`config.mk`:
```
export PLATFORM = sky130hd
export DESIGN_NAME = osf_top
export DESIGN_NICKNAME = d
export VERILOG_FILES = /design/src/hw/osf_pkg.sv /design/src/hw/osf_iir.sv /design/src/hw/osf_top.sv
export SDC_FILE = /design/constraint.sdc
export NUM_CORES = 1
export LEC_CHECK = 0
export BUFFER_PORTS_ARGS = -buffer_cell sky130_fd_sc_hd__buf_2
export CAP_MARGIN = 25
export CORE_UTILIZATION = 43
export CTS_CLUSTER_DIAMETER = 150
export DETAILED_ROUTE_END_ITERATION = 12
export PLACE_DENSITY = 0.73
export SLEW_MARGIN = 20
export SYNTH_ARGS = -nofsm -noshare
export SYNTH_HDL_FRONTEND = slang
export SYNTH_SLANG_ARGS = --single-unit
```
`constraint.sdc`:
```
create_clock -name i_clk -period 9.2 [get_ports i_clk]
set_input_delay 0 -clock i_clk [delete_from_list [all_inputs] [get_ports i_clk]]
set_output_delay 0 -clock i_clk [all_outputs]
set_load 0.02 [all_outputs]
```
`src/hw/osf_pkg.sv`:
```
`default_nettype none
// ---------------------------------------------------------------------------
// offset filter control shared constants
// ---------------------------------------------------------------------------
package osf_pkg;
   // bus geometry: each register owns one aligned 32-bit word at index * 4
   localparam int unsigned      WB_ADR_W       = 12;
   localparam int unsigned      WB_DAT_W       = 32;
   localparam int unsigned      REG_IDX_W      = 10;
   // register indices (byte address is four times the index)
   localparam logic [9:0]       IDX_TRIM_B_IN2 = 10'h094;
   localparam logic [9:0]       IDX_FILT_CTL0  = 10'h097;
   localparam logic [9:0]       IDX_FILT_CTL1  = 10'h098;
   localparam logic [9:0]       IDX_CAL_CTL    = 10'h099;
   localparam logic [9:0]       IDX_CAL_STAT   = 10'h09a;
   // trim word layout
   localparam int unsigned      TRIM_LSB       = 0;
   localparam int unsigned      TRIM_W         = 12;
   localparam logic [3:0]       TRIM_RSV_RST   = 4'h0;
   // filter control 0 layout
   localparam int unsigned      KEEP_DC_BIT    = 0;
   localparam logic [7:0]       FILT_CTL0_RST  = 8'h00;
   // filter control 1 layout
   localparam int unsigned      BW_SEL_LSB     = 4;
   localparam int unsigned      SETTLE_SEL_LSB = 0;
   localparam int unsigned      CODE_W         = 4;
   localparam logic [7:0]       FILT_CTL1_RST  = 8'h33;
   // legal coefficient codes: code n gives 2**-(n+9)
   localparam logic [3:0]       BW_CODE_MIN    = 4'h1;
   localparam logic [3:0]       BW_CODE_MAX    = 4'h5;
   // calibration control layout
   localparam int unsigned      FILT_EN_BIT    = 0;
   localparam int unsigned      BG_CAL_BIT     = 1;
   localparam int unsigned      BG_OS_CAL_BIT  = 2;
   localparam int unsigned      OS_CAL_BIT     = 3;
   localparam logic [7:0]       CAL_CTL_RST    = 8'h00;
   // calibration status layout
   localparam int unsigned      FOREGROUND_CAL_COMPLETE_BIT    = 0;
   localparam int unsigned      BG_PAUSED_BIT  = 1;
   localparam int unsigned      FG_BUSY_BIT    = 2;
   localparam int unsigned      SETTLING_BIT   = 3;
   // fractional bits of the offset estimate, equal to the deepest shift
   localparam int unsigned      EST_FRAC       = 14;
   // settle sequencer states, gray along idle -> settle -> release
   typedef enum logic [1:0] {
      OSF_ST_IDLE    = 2'b00,
      OSF_ST_SETTLE  = 2'b01,
      OSF_ST_RELEASE = 2'b11
   } osf_state_type;
endpackage : osf_pkg
`default_nettype wire

```
`src/hw/osf_iir.sv`:
```
`default_nettype none
// ---------------------------------------------------------------------------
// per-bank first-order offset estimators
// ---------------------------------------------------------------------------
module osf_iir
   import osf_pkg::*;
#(
   parameter int unsigned NB   = 4,    // interleaved banks, power of two
   parameter int unsigned DW   = 12,   // sample width
   parameter int unsigned BW   = $clog2(NB)
) (
   input  wire logic                i_clk,
   input  wire logic                i_rst,
   input  wire logic                i_upd,     // update estimate of i_bank
   input  wire logic                i_clr,     // clear every estimate
   input  wire logic [BW-1:0]       i_bank,
   input  wire logic signed [DW:0]  i_x,       // centred sample
   input  wire logic [2:0]          i_shl,     // left shift of the error step
   output logic signed [DW+2:0]     o_est_sel, // estimate of i_bank
   output logic signed [DW+2:0]     o_est_mean // mean over all banks
);
   localparam int unsigned ACC_W = DW + 3 + EST_FRAC;

   logic signed [ACC_W-1:0] acc_r [NB];   // offsets scaled by 2**EST_FRAC
   logic signed [DW+2:0]    err;          // sample minus current estimate
   logic signed [ACC_W-1:0] step;         // error times the coefficient
   logic signed [DW+2+BW:0] sum;          // sum of all estimates

   // -------------------------------------------------------------------------
   // estimate read and step
   // -------------------------------------------------------------------------
   // the step is err * 2**-k scaled by 2**EST_FRAC, so only a left shift is
   // needed; the accumulator keeps the bits that a right shift would lose
   always_comb begin
      o_est_sel = acc_r[i_bank][ACC_W-1:EST_FRAC];
      err       = $signed({{2{i_x[DW]}}, i_x}) - o_est_sel;
      step      = $signed({{EST_FRAC{err[DW+2]}}, err}) <<< i_shl;
      sum       = '0;
      for (int b = 0; b < NB; b++) begin
         sum = sum + $signed({{BW{acc_r[b][ACC_W-1]}}, acc_r[b][ACC_W-1:EST_FRAC]});
      end
      o_est_mean = sum[DW+2+BW:BW];
   end

   // -------------------------------------------------------------------------
   // accumulator update
   // -------------------------------------------------------------------------
   always_ff @(posedge i_clk or posedge i_rst) begin
      if (i_rst) begin
         for (int b = 0; b < NB; b++) begin
            acc_r[b] <= '0;
         end
      end else if (i_clr) begin
         for (int b = 0; b < NB; b++) begin
            acc_r[b] <= '0;
         end
      end else if (i_upd) begin
         acc_r[i_bank] <= acc_r[i_bank] + step;
      end
   end
endmodule : osf_iir
`default_nettype wire

```
`src/hw/osf_top.sv`:
```
// The Wishbone register port was chosen for this implementation.
`default_nettype none
module osf_top
   import osf_pkg::*;
#(
   parameter int unsigned NB             = 4,        // interleaved converter banks
   parameter int unsigned DW             = 12,       // sample width
   parameter logic [1:0]  BANK_B_IDX     = 2'h1,     // index of converter bank b
   parameter logic [11:0] FACTORY_TRIM   = 12'h800,  // factory trim word
   parameter int unsigned SETTLE_UNIT_LOG2 = 9       // settle samples = 2**(unit+code)
) (
   input  wire logic                i_clk,
   input  wire logic                i_rst,
   // classic wishbone slave
   input  wire logic                i_wb_cyc,
   input  wire logic                i_wb_stb,
   input  wire logic                i_wb_we,
   input  wire logic [WB_ADR_W-1:0] i_wb_adr,
   input  wire logic [3:0]          i_wb_sel,
   input  wire logic [WB_DAT_W-1:0] i_wb_dat,
   output logic                     o_wb_ack,
   output logic [WB_DAT_W-1:0]      o_wb_dat,
   // calibration engine status, same clock
   input  wire logic                i_fg_cal_busy,
   input  wire logic                i_foreground_cal_complete,
   input  wire logic                i_background_cal_paused,
   input  wire logic                i_bank_cal_done,      // one-cycle pulse
   input  wire logic [1:0]          i_bank_cal_idx,
   // interleaved sample stream
   input  wire logic                i_smp_valid,
   input  wire logic [1:0]          i_smp_bank,
   input  wire logic                i_smp_second_input,
   input  wire logic [DW-1:0]       i_smp_data,
   output logic                     o_smp_valid,
   output logic [1:0]               o_smp_bank,
   output logic [DW-1:0]            o_smp_data,
   // trim word to converter bank b and calibration controls
   output logic [TRIM_W-1:0]        o_trim_value,
   output logic                     o_trim_apply,
   output logic                     o_offset_filter_enable,
   output logic                     o_background_cal_enable,
   output logic                     o_background_offset_cal_enable,
   output logic                     o_offset_cal_enable,
   output logic [NB-1:0]            o_bank_online
);
   localparam int unsigned BKW = 2;
   localparam logic signed [DW:0] MID  = (DW+1)'(1 << (DW - 1));
   localparam logic signed [DW+2:0] SMAX = (DW+3)'((1 << (DW - 1)) - 1);
   localparam logic signed [DW+2:0] SMIN = -(DW+3)'(1 << (DW - 1));

   // -------------------------------------------------------------------------
   // helpers
   // -------------------------------------------------------------------------
   // a bandwidth or settle code is usable only inside 1..5
   function automatic logic code_legal(input logic [3:0] code);
      code_legal = (code >= BW_CODE_MIN) && (code <= BW_CODE_MAX);
   endfunction : code_legal

   // byte-lane merge of one register byte
   function automatic logic [7:0] lane_merge(input logic [7:0] old_v,
                                             input logic [7:0] new_v,
                                             input logic       sel);
      lane_merge = sel ? new_v : old_v;
   endfunction : lane_merge

   // -------------------------------------------------------------------------
   // declarations
   // -------------------------------------------------------------------------
   logic [15:0]              trim_r;         // trim word with reserved top
   logic [7:0]               filt_ctl0_r;    // keep-dc and reserved bits
   logic [7:0]               filt_ctl1_r;    // bandwidth and settle codes
   logic [7:0]               cal_ctl_r;      // calibration enables
   logic                     ack_r;          // bus acknowledge
   logic [WB_DAT_W-1:0]      rdat_r;         // bus read data
   logic                     req;            // new bus request
   logic [REG_IDX_W-1:0]     idx;            // word index of the request
   logic [WB_DAT_W-1:0]      rdat_nxt;       // decoded read data
   logic                     filt_en;        // filter enable bit
   logic                     bg_en;          // background calibration bit
   logic                     keep_dc;        // keep dc content bit
   logic [3:0]               bw_code;        // bandwidth select
   logic [3:0]               settle_code;    // settle time select
   logic                     settle_used;    // settle sequencing active
   osf_state_type            st_r;           // settle sequencer state
   osf_state_type            st_nxt;
   logic [1:0]               settle_bank_r;  // bank that is settling
   logic [SETTLE_UNIT_LOG2+5:0] settle_cnt_r; // remaining settle samples
   logic [NB-1:0]            online_r;       // banks in service
   logic signed [DW:0]       x_ctr;          // centred incoming sample
   logic signed [DW+2:0]     est_sel;        // estimate of incoming bank
   logic signed [DW+2:0]     est_mean;       // mean estimate over banks
   logic signed [DW+2:0]     corr;           // offset removed from sample
   logic signed [DW+2:0]     y_ctr;          // corrected centred sample
   logic signed [DW+2:0]     y_sat;          // saturated corrected sample
   logic                     filt_upd;       // estimator update strobe
   logic                     smp_valid_r;
   logic [1:0]               smp_bank_r;
   logic [DW-1:0]            smp_data_r;
   logic                     trim_apply_r;

   // -------------------------------------------------------------------------
   // register bus
   // -------------------------------------------------------------------------
   assign req = i_wb_cyc && i_wb_stb && !ack_r;
   assign idx = i_wb_adr[WB_ADR_W-1:2];

   // read decode; unmapped words read as zero and are still acknowledged
   always_comb begin
      rdat_nxt = '0;
      case (idx)
         IDX_TRIM_B_IN2: begin
            rdat_nxt[15:0] = trim_r;
         end
         IDX_FILT_CTL0: begin
            rdat_nxt[7:0] = filt_ctl0_r;
         end
         IDX_FILT_CTL1: begin
            rdat_nxt[7:0] = filt_ctl1_r;
         end
         IDX_CAL_CTL: begin
            rdat_nxt[7:0] = cal_ctl_r;
         end
         IDX_CAL_STAT: begin
            // software polls these before trusting a trim read
            rdat_nxt[FOREGROUND_CAL_COMPLETE_BIT]   = i_foreground_cal_complete;
            rdat_nxt[BG_PAUSED_BIT] = i_background_cal_paused;
            rdat_nxt[FG_BUSY_BIT]   = i_fg_cal_busy;
            rdat_nxt[SETTLING_BIT]  = (st_r != OSF_ST_IDLE);
         end
         default: begin
            rdat_nxt = '0;
         end
      endcase
   end

   // one wait state: ack follows the request by one edge and drops after
   always_ff @(posedge i_clk or posedge i_rst) begin
      if (i_rst) begin
         ack_r  <= 1'b0;
         rdat_r <= '0;
      end else begin
         ack_r <= req;
         if (req && !i_wb_we) begin
            rdat_r <= rdat_nxt;
         end
      end
   end

   // trim word; writes are trusted to respect the calibration state, since
   // the engine owns the value while it runs
   always_ff @(posedge i_clk or posedge i_rst) begin
      if (i_rst) begin
         trim_r <= {TRIM_RSV_RST, FACTORY_TRIM};
      end else if (req && i_wb_we && idx == IDX_TRIM_B_IN2) begin
         trim_r[7:0]  <= lane_merge(trim_r[7:0], i_wb_dat[7:0], i_wb_sel[0]);
         trim_r[15:8] <= lane_merge(trim_r[15:8], i_wb_dat[15:8], i_wb_sel[1]);
      end
   end

   // filter and calibration controls; reserved bits are stored as written
   always_ff @(posedge i_clk or posedge i_rst) begin
      if (i_rst) begin
         filt_ctl0_r <= FILT_CTL0_RST;
         filt_ctl1_r <= FILT_CTL1_RST;
         cal_ctl_r   <= CAL_CTL_RST;
      end else if (req && i_wb_we) begin
         if (idx == IDX_FILT_CTL0) begin
            filt_ctl0_r <= lane_merge(filt_ctl0_r, i_wb_dat[7:0], i_wb_sel[0]);
         end
         if (idx == IDX_FILT_CTL1) begin
            filt_ctl1_r <= lane_merge(filt_ctl1_r, i_wb_dat[7:0], i_wb_sel[0]);
         end
         if (idx == IDX_CAL_CTL) begin
            cal_ctl_r <= lane_merge(cal_ctl_r, i_wb_dat[7:0], i_wb_sel[0]);
         end
      end
   end

   assign filt_en     = cal_ctl_r[FILT_EN_BIT];
   assign bg_en       = cal_ctl_r[BG_CAL_BIT];
   assign keep_dc     = filt_ctl0_r[KEEP_DC_BIT];
   assign bw_code     = filt_ctl1_r[BW_SEL_LSB +: CODE_W];
   assign settle_code = filt_ctl1_r[SETTLE_SEL_LSB +: CODE_W];
   // settle timing only matters when filter and background run together
   assign settle_used = filt_en && bg_en && code_legal(settle_code);

   // -------------------------------------------------------------------------
   // settle sequencer
   // -------------------------------------------------------------------------
   // next state of the settle sequencer
   always_comb begin
      st_nxt = st_r;
      case (st_r)
         OSF_ST_IDLE: begin
            if (i_bank_cal_done && settle_used) begin
               st_nxt = OSF_ST_SETTLE;
            end
         end
         OSF_ST_SETTLE: begin
            // dropping the enables aborts settling and frees the bank
            if (!settle_used || settle_cnt_r == '0) begin
               st_nxt = OSF_ST_RELEASE;
            end
         end
         OSF_ST_RELEASE: begin
            st_nxt = OSF_ST_IDLE;
         end
         default: begin
            st_nxt = OSF_ST_IDLE;
         end
      endcase
   end

   // state, bank and countdown; the count runs in samples of the bank,
   // so its length tracks the filter time constant at any clock rate
   always_ff @(posedge i_clk or posedge i_rst) begin
      if (i_rst) begin
         st_r          <= OSF_ST_IDLE;
         settle_bank_r <= '0;
         settle_cnt_r  <= '0;
      end else begin
         st_r <= st_nxt;
         if (st_r == OSF_ST_IDLE && st_nxt == OSF_ST_SETTLE) begin
            settle_bank_r <= i_bank_cal_idx;
            settle_cnt_r  <= (SETTLE_UNIT_LOG2+6)'(1) << (SETTLE_UNIT_LOG2 +
                             32'(settle_code));
         end else if (st_r == OSF_ST_SETTLE && settle_cnt_r != '0 && i_smp_valid
                      && i_smp_bank == settle_bank_r) begin
            settle_cnt_r <= settle_cnt_r - 1'b1;
         end
      end
   end

   // bank service flags: a calibrated bank waits out its settle time
   always_ff @(posedge i_clk or posedge i_rst) begin
      if (i_rst) begin
         online_r <= '1;
      end else begin
         if (st_r == OSF_ST_IDLE && st_nxt == OSF_ST_SETTLE) begin
            online_r[i_bank_cal_idx] <= 1'b0;
         end else if (st_r == OSF_ST_RELEASE) begin
            online_r[settle_bank_r] <= 1'b1;
         end
      end
   end

   // -------------------------------------------------------------------------
   // offset filter
   // -------------------------------------------------------------------------
   assign x_ctr = $signed({1'b0, i_smp_data}) - MID;
   // reserved codes freeze the estimates rather than guess a coefficient
   assign filt_upd = i_smp_valid && filt_en && code_legal(bw_code);

   osf_iir #(
      .NB (NB),
      .DW (DW),
      .BW (BKW)
   ) u_iir (
      .i_clk      (i_clk),
      .i_rst      (i_rst),
      .i_upd      (filt_upd),
      .i_clr      (!filt_en),
      .i_bank     (i_smp_bank),
      .i_x        (x_ctr),
      // coefficient 2**-(9+code): the shift sets bandwidth relative to the
      // sample clock, so it scales with clock and halves per code
      .i_shl      (3'(BW_CODE_MAX - bw_code)),
      .o_est_sel  (est_sel),
      .o_est_mean (est_mean)
   );

   // correction choice and saturation back to the sample range
   always_comb begin
      if (!filt_en) begin
         corr = '0;
      end else if (keep_dc) begin
         corr = est_sel - est_mean;
      end else begin
         corr = est_sel;
      end
      y_ctr = $signed({{2{x_ctr[DW]}}, x_ctr}) - corr;
      if (y_ctr > SMAX) begin
         y_sat = SMAX;
      end else if (y_ctr < SMIN) begin
         y_sat = SMIN;
      end else begin
         y_sat = y_ctr;
      end
   end

   // registered output stream, one cycle behind the input
   always_ff @(posedge i_clk or posedge i_rst) begin
      if (i_rst) begin
         smp_valid_r  <= 1'b0;
         smp_bank_r   <= '0;
         smp_data_r   <= '0;
         trim_apply_r <= 1'b0;
      end else begin
         smp_valid_r  <= i_smp_valid;
         smp_bank_r   <= i_smp_bank;
         smp_data_r   <= DW'(y_sat + (DW+3)'(MID));
         trim_apply_r <= i_smp_valid && i_smp_second_input
                         && i_smp_bank == BANK_B_IDX;
      end
   end

   // -------------------------------------------------------------------------
   // outputs
   // -------------------------------------------------------------------------
   assign o_wb_ack                       = ack_r;
   assign o_wb_dat                       = rdat_r;
   assign o_smp_valid                    = smp_valid_r;
   assign o_smp_bank                     = smp_bank_r;
   assign o_smp_data                     = smp_data_r;
   assign o_trim_value                   = trim_r[TRIM_LSB +: TRIM_W];
   assign o_trim_apply                   = trim_apply_r;
   assign o_offset_filter_enable         = cal_ctl_r[FILT_EN_BIT];
   assign o_background_cal_enable        = cal_ctl_r[BG_CAL_BIT];
   assign o_background_offset_cal_enable = cal_ctl_r[BG_OS_CAL_BIT];
   assign o_offset_cal_enable            = cal_ctl_r[OS_CAL_BIT];
   assign o_bank_online                  = online_r;
endmodule : osf_top
`default_nettype wire

```
==> out/results.ini, run 1 <==
[outcome]
status = complete, but fails checks
violations = negative hold slack

[synth]
synth_edf_count = 0
synthDistinctLibCells = 88
synth_common_cells = nand2_1, dfrtp_1, inv_1
yosysTopAreaCell = dfrtp_1
ys_ff_latch = 212
synth_top_area_frac = 0.328
synthCells = 1694
synth_ff_type = dfrtp_1
syn_area_um2 = 15500
synth.most_common_cell = nand2_1
yosys_warnings = 0
yosysSeqAreaShare = 0.343
synthTopCellsByArea = dfrtp_1, nand2_1, ha_1
synth-async-reset-ratio = 1.00
syn_avg_cell_area_um2 = 9.14

[setup_path]
arrival_ns = 8.29
slowest_delay_ns = 0.53
end_kind = flip-flop
cpMaxStageDelayCell = fa_1
crit_path_start_kind = flip-flop
worst_ep_required_time_ns = 9.62
ff2ff_path_depth = 32
cp_common_cell = o21ai_0
criticalPathCategory = reg -> reg
cp_max_fo = 11

[floorplanning]
ios = 144
fp-row-count = 69
die_area_um2 = 36800
die_h_um = 192
core_area_um2 = 35500
start_util = 0.436
die_x_um = 192

[cells_and_area]
final_layout_size_suffix_gt1_frac = 0.150
nNetsFinal = 1990
nFillCells = 3166
areaGrowthSynthToFinish_pct = 12.9

[routing]
routed_wl_mm = 40.9
drt_iter0_markers = 1113
drc = 0
ant_nets = 0
vias = 13000
avgViaCountPerCell = 5.72
wl_per_cell_um = 18.0
drt_pass1_iterations = 5

[run]
maxCapViolations = 0

[clock_tree]
cts_root_buf = clkbuf_16
tritoncts = yes
cts-htree-levels = 1
cts.clk_slew.worst_paths_ns = 0.06
clock_sinks = 212
post-cts-setup-buffers = 0
cts_buffers = 24
clockBufferDepth = 3
cts.hold.buffers_added = 34
clk_latency_ns = 0.56
cts_resized = 0

[placement]
hpwl_mm = 28.6
port_buffers = 107
globalplace.congestion = 0.894

[global_routing]
grt_pass1_vias = 13100
antenna_found_initial = 1
grt_max_degree = 134
overflow = 0
grt_usage = 0.224
grt_pass1_wl_mm = 65.9

[sta]
setup_viol = 0
fin_worst_skew_ns = 0.0345
min_period_ns = 7.87
slew-limit-headroom = 0.268
tightest_slew_ns = 1.10
hold_viol_final = 11
fmax_mhz = 127
fin_setup_tns_ns = 0
rsz0062_at_grt = false
final_max_slew_viol_count = 0
fin_crit_sh = 0.855
fin_hold_ws_ns = -0.00725

[power]
p_total_uw = 2210
peakVddDrop_mv = 0.183
power_density_nw_per_um2 = 126
leakagePower_uw = 0.00774

[hold_path]
min_path_type = in -> async

## registers in the layout (all words and copies together), names as in the netlist, 2 cells and up
| signal | cells |
|---|---|
| u_iir.acc_r | 116 |
| o_wb_dat | 16 |
| trim_r | 16 |
| settle_cnt_r | 15 |
| o_smp_data | 12 |
| cal_ctl_r | 8 |
| filt_ctl0_r | 8 |
| filt_ctl1_r | 8 |
| o_bank_online | 4 |
| o_smp_bank | 2 |
| settle_bank_r | 2 |
| st_r | 2 |
## worst max-delay path: cells and delay by family (launching register included)
family                     cells  cell delay (ns)
AOI/OAI and AO/OA             13             3.09
adders and majority gates      5             2.01
and+or+nand+nor                9             1.61
xor gates and xnor gates       3             0.55
DFF                            1             0.36
buffers and inverters          2             0.11
## stage by stage
stage | instances | hold WS, ns | instance area, µm² | utilization | setup slack, ns
final | 2274 | -0.00725 | 17500 | 0.493 | 1.33
after global routing | 2273 | 0.0342 | 17500 | 0.493 | 0.661
after CTS | 2271 | 0.0213 | 17400 | 0.491 | 1.37
after detailed placement | 2194 | 0.136 | 16300 | 0.459 | 1.46
after global placement | 2194 | 0.136 | 16300 | 0.459 | 1.61
after floorplan | 1709 | 0.0314 | 15500 | - | 2.43
## kinds of logic after synthesis
logic type,count (synthesis),share of synthesized area
xor gates and xnor gates,80,0.0467
adders and majority gates,120,0.114
buffers and inverters,216,0.0597
AOI/OAI and AO/OA,407,0.182
DFF,212,0.343
muxes,93,0.0873
and+or+nand+nor,565,0.167
other,1,0.000242
## report_power, final
part | internal [µW] | total, µW | switching [µW] | leakage (µW)
logic | 101 | 275 | 174 | 0.00449
clock network | 580 | 981 | 402 | 0.000390
registers | 946 | 951 | 5.38 | 0.00286
## layout by cell type, fill, tap and decap left out, drive strengths merged, types with 6 or more instances in the layout
master,instances
dfrtp,203
a222oi,8
o211ai,12
nor4,7
o31ai,16
nand2b,17
xor2,22
o21bai,13
conb,16
or3,12
o211a,10
ha,85
mux2,46
clkbuf,37
nor3b,8
nor2b,11
mux2i,18
mux4,29
a21oi,74
o311ai,6
a211oi,11
xnor2,58
fa,35
o21a,13
a21boi,93
and2,9
nand2,291
and3,8
inv,119
nor2,91
dfstp,9
nand3,42
nand4,9
dlygate4sd3,34
or4,6
a31oi,11
a21o,19
nor3,32
buf,122
o21ai,75
## final timing paths
path / start / endpoint / slack (ns)
worst max-delay path: u_iir.acc_r[17] / o_smp_data[5] / 1.33
max in group asynchronous: i_rst / u_iir.acc_r[31] / 8.18
min in group i_clk: i_smp_data[7] / o_smp_data[7] / 0.03
worst min register to register: o_wb_dat[15] / o_wb_dat[15] / 0.47
worst min-delay path: i_rst / u_iir.acc_r[90] / -0.007
worst max register to register: u_iir.acc_r[17] / o_smp_data[5] / 1.33
## final cells by class
cell class / count / area, µm² / share of cell area
Tap cell: 461 / 577 / 0.0330
Multi-Input combinational cell: 1281 / 9310 / 0.533
Sequential cell: 212 / 5320 / 0.304
Clock buffer: 37 / 741 / 0.0424
Inverter: 120 / 458 / 0.0262
Timing Repair Buffer: 156 / 1010 / 0.0579
Antenna cell: 1 / 2.50 / 0.000143
Clock inverter: 6 / 60.1 / 0.00344
## per-layer routing
metal,GRT usage,part of all wire,up-vias
met5,0,0,-
li1,-,-,6114
met4,0.0705,0.025,0
met3,0.0364,0.061,96
met2,0.389,0.49,446
met1,0.282,0.43,6352
Note: power is estimated with default switching activity, not from simulation.
==> inputs of run 2 (changes only) <==
--- a/config.mk
+++ b/config.mk
@@ -7,10 +7,12 @@
 export LEC_CHECK = 0
 export BUFFER_PORTS_ARGS = -buffer_cell sky130_fd_sc_hd__buf_2
 export CAP_MARGIN = 25
-export CORE_UTILIZATION = 43
+export CORE_UTILIZATION = 50
+export CTS_BUF_LIST = sky130_fd_sc_hd__clkbuf_2
 export CTS_CLUSTER_DIAMETER = 150
+export CTS_CLUSTER_SIZE = 10
 export DETAILED_ROUTE_END_ITERATION = 12
-export PLACE_DENSITY = 0.73
+export PLACE_DENSITY = 0.81
 export SLEW_MARGIN = 20
 export SYNTH_ARGS = -nofsm -noshare
 export SYNTH_HDL_FRONTEND = slang
==> run 2 against run 1 <==
  * The run now ends clean
  * Fmax shrank 6.9%
  * Global-route usage grew 3.9 points
  * Flip-flop and latch count is the same
==> out/results.ini, run 2 (synthesized netlist as in run 1, its figures left out) <==
[hold_path]
min_to = o_wb_dat[0]
min_path_type = in -> reg
worstHoldStart = i_wb_adr[9]
whs_path_depth = 6

[sta]
final_max_slew_viol_count = 0
fin_setup_tns_ns = 0
hold_viol_final = 0
setup_viol = 0
tightest_slew_ns = 1.09
layout_setup_ws_ns = 0.746
fin_worst_skew_ns = 0.105
fin_crit_sh = 0.919
fmax_mhz = 118
rsz0062_at_grt = false
slew-limit-headroom = 0.273
min_period_ns = 8.45

[setup_path]
rrSetupSlack_ns = 0.75
slowest_delay_ns = 0.60
ff2ff_path_depth = 34
cpMaxStageDelayCell = dlygate4sd3_1
crit_path_start_kind = flip-flop
worst_ep_required_time_ns = 9.96
cp_max_fo = 11
r2r_start = u_iir.acc_r[15]
reg2reg_to = o_smp_data[5]
criticalPathCategory = reg -> reg
end_kind = flip-flop
cp_common_cell = o21ai_0
arrival_ns = 9.22

[routing]
routed_wl_mm = 41.9
maxUsedRoutingLayer = met4
drc = 0
drt-met1-wl_mm = 16.8
vias = 13600
avgViaCountPerCell = 5.96
drt_pass1_iterations = 8
ant_nets = 0
drt_iter0_markers = 1293
wl_per_cell_um = 18.4
wl_met2_mm = 20.5
wl_met3_mm = 3.11

[cells_and_area]
fin_area_um2 = 17600
final_layout_size_suffix_gt1_frac = 0.144
areaGrowthSynthToFinish_pct = 13.5
largest_reg_flops = 116
nNetsFinal = 2067
final_cell_mix = nand2_1, dfrtp_1, inv_1, dlygate4sd3_1, buf_2
mostFrequentLayoutCell = nand2_1
regMostFlops = u_iir.acc_r

[placement]
pre_cts_ws_ns = 1.48
place_area_um2 = 16200
globalplace.congestion = 0.906
port_buffers = 107
hpwl_mm = 27.5

[global_routing]
grt_usage = 0.262
grt_pass1_wl_mm = 66.8
grt_max_degree = 140
antenna_found_initial = 3
overflow = 0
grt_pass1_vias = 13700

[power]
power_density_nw_per_um2 = 95.9
peakVddDrop_mv = 0.0561
p_total_uw = 1680
leakagePower_uw = 0.00783

[clock_tree]
clk_latency_ns = 0.88
cts_root_buf = clkbuf_2
cts.clk_slew.worst_paths_ns = 0.23
clockBufferDepth = 3
cts-htree-levels = 1
post-cts-setup-buffers = 0
clock_sinks = 212
tritoncts = yes
cts_buffers = 25

[floorplanning]
start_util = 0.508
die_x_um = 178
die_area_um2 = 31700
ios = 144
die_h_um = 178
fp-row-count = 64
core_area_um2 = 30500

[run]
maxCapViolations = 0

[outcome]
status = complete, no violations

==> run 2: cell count changes in the layout (fill, tap and decap cells not counted), moves of 2 or more <==
cell,delta
clkbuf_1,-5
clkbuf_16,-25
clkbuf_2,+37
clkbuf_8,-7
clkinv_2,-3
diode_2,+2
dlygate4sd3_1,+78
==> run 2: what timing repair did <==
action,4_1_cts,5_1_grt
endpoints found under the hold margin,239,0
setup endpoints to repair,0,0
hold buffers,112,0
gates resized for setup,0,0
==> run 2: final cells by class <==
| class | count | area [µm²] |
|---|---|---|
| clock buffer | 37 | 185 |
| fill | 2491 | 12900 |
| multi-input combinational | 1281 | 9310 |
| antenna | 3 | 7.51 |
| sequential | 212 | 5320 |
| clock inverter | 2 | 16.3 |
| timing repair buffer | 232 | 1770 |
| inverter | 120 | 458 |
| tap | 396 | 495 |
==> run 2: worst max path at each step <==
stage                               start              to  slack (ns)
after floorplan           u_iir.acc_r[17]  o_smp_data[10]        2.43
final                     u_iir.acc_r[15]   o_smp_data[5]        0.75
after global placement    u_iir.acc_r[17]   o_smp_data[5]        1.67
after global routing      u_iir.acc_r[17]   o_smp_data[5]        0.17
after detailed placement  u_iir.acc_r[17]   o_smp_data[5]        1.48
after CTS                 u_iir.acc_r[17]   o_smp_data[5]        0.85
==> run 2: routing by layer <==
| layer | up-vias | global-route usage |
|---|---|---|
| met3 | 150 | 0.0433 |
| met4 | 0 | 0.115 |
| met5 | - | 0 |
| li1 | 6264 | - |
| met1 | 6568 | 0.321 |
| met2 | 635 | 0.454 |
==> run 2: per-stage QoR <==
stage | hold slack [ns] | std cells | utilization
after floorplan | 0.0314 | 1709 | -
after global placement | 0.137 | 2128 | 0.531
after detailed placement | 0.138 | 2128 | 0.531
after CTS | 0.0360 | 2279 | 0.575
after global routing | 0.159 | 2283 | 0.576
final | 0.161 | 2283 | 0.576
==> run 2: report_power, final <==
part / leakage (µW) / total, µW / switching [µW] / internal (µW)
Clock: 0.000158 / 439 / 333 / 106
Combinational: 0.00481 / 293 / 177 / 116
Sequential: 0.00286 / 952 / 5.76 / 947
Total: 0.00783 / 1680 / 516 / 1170
==> run 2: worst max-delay path, delay by kind of cell, from the launching register on <==
family                     cells  cell delay (ns)
AOI/OAI and AO/OA             13             2.94
xor gates and xnor gates       3             0.49
adders and majority gates      5             2.04
buffers and inverters          2             0.68
DFF                            1             0.44
and+or+nand+nor               11             1.76
==> inputs of run 3 (changes only) <==
--- a/config.mk
+++ b/config.mk
@@ -12,6 +12,7 @@
 export CTS_CLUSTER_DIAMETER = 150
 export CTS_CLUSTER_SIZE = 10
 export DETAILED_ROUTE_END_ITERATION = 12
+export GPL_TIMING_DRIVEN = 0
 export PLACE_DENSITY = 0.81
 export SLEW_MARGIN = 20
 export SYNTH_ARGS = -nofsm -noshare
==> run 3 against run 2 <==
  * Sequential share of layout area decreased by 0.52 points
  * Power grew 0.66%
  * Flip-flop and latch count unchanged
  * Critical path depth unchanged
  * Count of clock-buffer cells in the layout down 3
  * Core utilization increased by 0.96 points
  * Worst hold slack got worse by 0.14 ns
  * Wire length increased by 9.9%
  * Die area did not move
  * Cell count increased by 3.2%
  * Clock skew down 0.016 ns
  * Fmax is 0.21% higher
  * Highest routed layer unchanged
==> out/results.ini, run 3 (synthesized netlist as in run 1, its figures left out) <==
[clock_tree]
clock_sinks = 212
cts.clk_slew.worst_paths_ns = 0.25
cts_resized = 0
cts-htree-levels = 1
tritoncts = yes
clockBufferDepth = 3
post-cts-setup-buffers = 0
cts_root_buf = clkbuf_2
clk_latency_ns = 0.87
cts_buffers = 25
cts.hold.buffers_added = 99

[placement]
port_buffers = 107
globalplace.congestion = 0.942
hpwl_mm = 31.8
pre_cts_ws_ns = 1.15

[routing]
drc = 0
drt_iter0_markers = 1568
drt_pass1_iterations = 7
vias = 14200
ant_nets = 0
routed_wl_mm = 46.1
avgViaCountPerCell = 6.04
wl_per_cell_um = 19.6

[sta]
setup_viol = 0
layout_setup_ws_ns = 0.763
fin_worst_skew_ns = 0.0890
fin_crit_sh = 0.917
fin_setup_tns_ns = 0
slew-limit-headroom = 0.204
min_period_ns = 8.44
final_max_slew_viol_count = 0
fmax_mhz = 119
hold_viol_final = 0
rsz0062_at_grt = false
tightest_slew_ns = 1.19

[global_routing]
antenna_found_initial = 2
grt_usage = 0.289
overflow = 0
grt_pass1_wl_mm = 72.0
grt_max_degree = 110
grt_pass1_vias = 13900

[run]
maxCapViolations = 0

[cells_and_area]
mostFrequentLayoutCell = nand2_1
multiInputGateArea_um2 = 9320
regMostFlops = u_iir.acc_r
seq_area_um2 = 5320
final_cell_mix = nand2_1, dfrtp_1, inv_1, buf_2, dlygate4sd3_1
largest_reg_flops = 116
final_layout_size_suffix_gt1_frac = 0.148
areaGrowthSynthToFinish_pct = 15.4
nFillCells = 2485
nNetsFinal = 2143

[hold_path]
min_path_type = in -> reg

[floorplanning]
die_area_um2 = 31700
die_x_um = 178
core_area_um2 = 30500
die_h_um = 178
fp-row-count = 64
ios = 144
start_util = 0.508

[power]
leakagePower_uw = 0.00799
power_density_nw_per_um2 = 94.9
peakVddDrop_mv = 0.0528

[outcome]
status = complete, no violations

[setup_path]
arrival_ns = 9.19
worst_ep_required_time_ns = 9.96
end_kind = flip-flop
crit_path_start_kind = flip-flop
cp_max_fo = 10
criticalPathCategory = reg -> reg
cp_common_cell = o21ai_0
cpMaxStageDelayCell = dlygate4sd3_1
slowest_delay_ns = 0.58

-- run 3: changes by cell type in the layout (fill, tap and decap cells not counted), sizes merged --
cell / previous run / this run
clkinvlp: 1 / 0
inv: 120 / 121
clkbuf: 37 / 93
buf: 120 / 148
dlygate4sd3: 112 / 101
diode: 3 / 2
-- run 3: area by class of cell --
class                   instances  area share
inverters                     120      0.0256
multi-input cells            1281       0.521
flip-flops and latches        212       0.298
well taps                     396      0.0277
plain buffers                  96      0.0265
clock buffers                  34     0.00953
diodes                          2    0.000280
repair buffers                212      0.0906
clock inverters                 2    0.000700
-- run 3: critical path, delay by kind of cell, from the launching register on --
| kind | cells | cell delay (ns) |
|---|---|---|
| compound gates | 13 | 3.21 |
| xor+xnor | 2 | 0.27 |
| fa+ha+maj | 5 | 1.87 |
| buf+inv | 4 | 0.93 |
| flops | 1 | 0.42 |
| simple gates | 10 | 1.60 |
-- run 3: metal layers --
layer	part of all wire	track usage	wire (µm)
met3	0.088	0.0499	4040
met5	0	0	0
met2	0.49	0.489	22400
met4	0.037	0.124	1700
met1	0.39	0.364	18000
-- run 3: stage by stage --
step                      hold slack (ns)   util  cells  total power (µW)  area, µm²
after floorplan                    0.0314      -   1709              1150      15500
after global placement              0.125  0.543   2212              1230      16600
after detailed placement            0.126  0.546   2216              1240      16700
after CTS                         0.00134  0.585   2351              1670      17800
after global routing              -0.0126  0.586   2355              1760      17900
final                              0.0207  0.586   2355              1700      17900
-- run 3: path summary, 6_finish.rpt --
kind,cells past startpoint,slack (ns),end,startpoint
setup / recovery,34,0.76,o_smp_data[2],u_iir.acc_r[17]
hold / removal,3,0.02,cal_ctl_r[0],i_wb_dat[0]
setup reg to reg,34,0.76,o_smp_data[2],u_iir.acc_r[17]
hold reg to reg,1,0.49,o_bank_online[0],settle_bank_r[1]
max in group asynchronous,6,7.82,o_smp_data[1],i_rst
min in group asynchronous,5,0.39,u_iir.acc_r[41],i_rst
-- run 3: power by group --
| part | leakage (µW) | switching [µW] | internal (µW) |
|---|---|---|---|
| sequential | 0.00286 | 5.24 | 947 |
| combinational | 0.00498 | 188 | 121 |
| clock | 0.000150 | 337 | 97.8 |
| total | 0.00799 | 530 | 1170 |
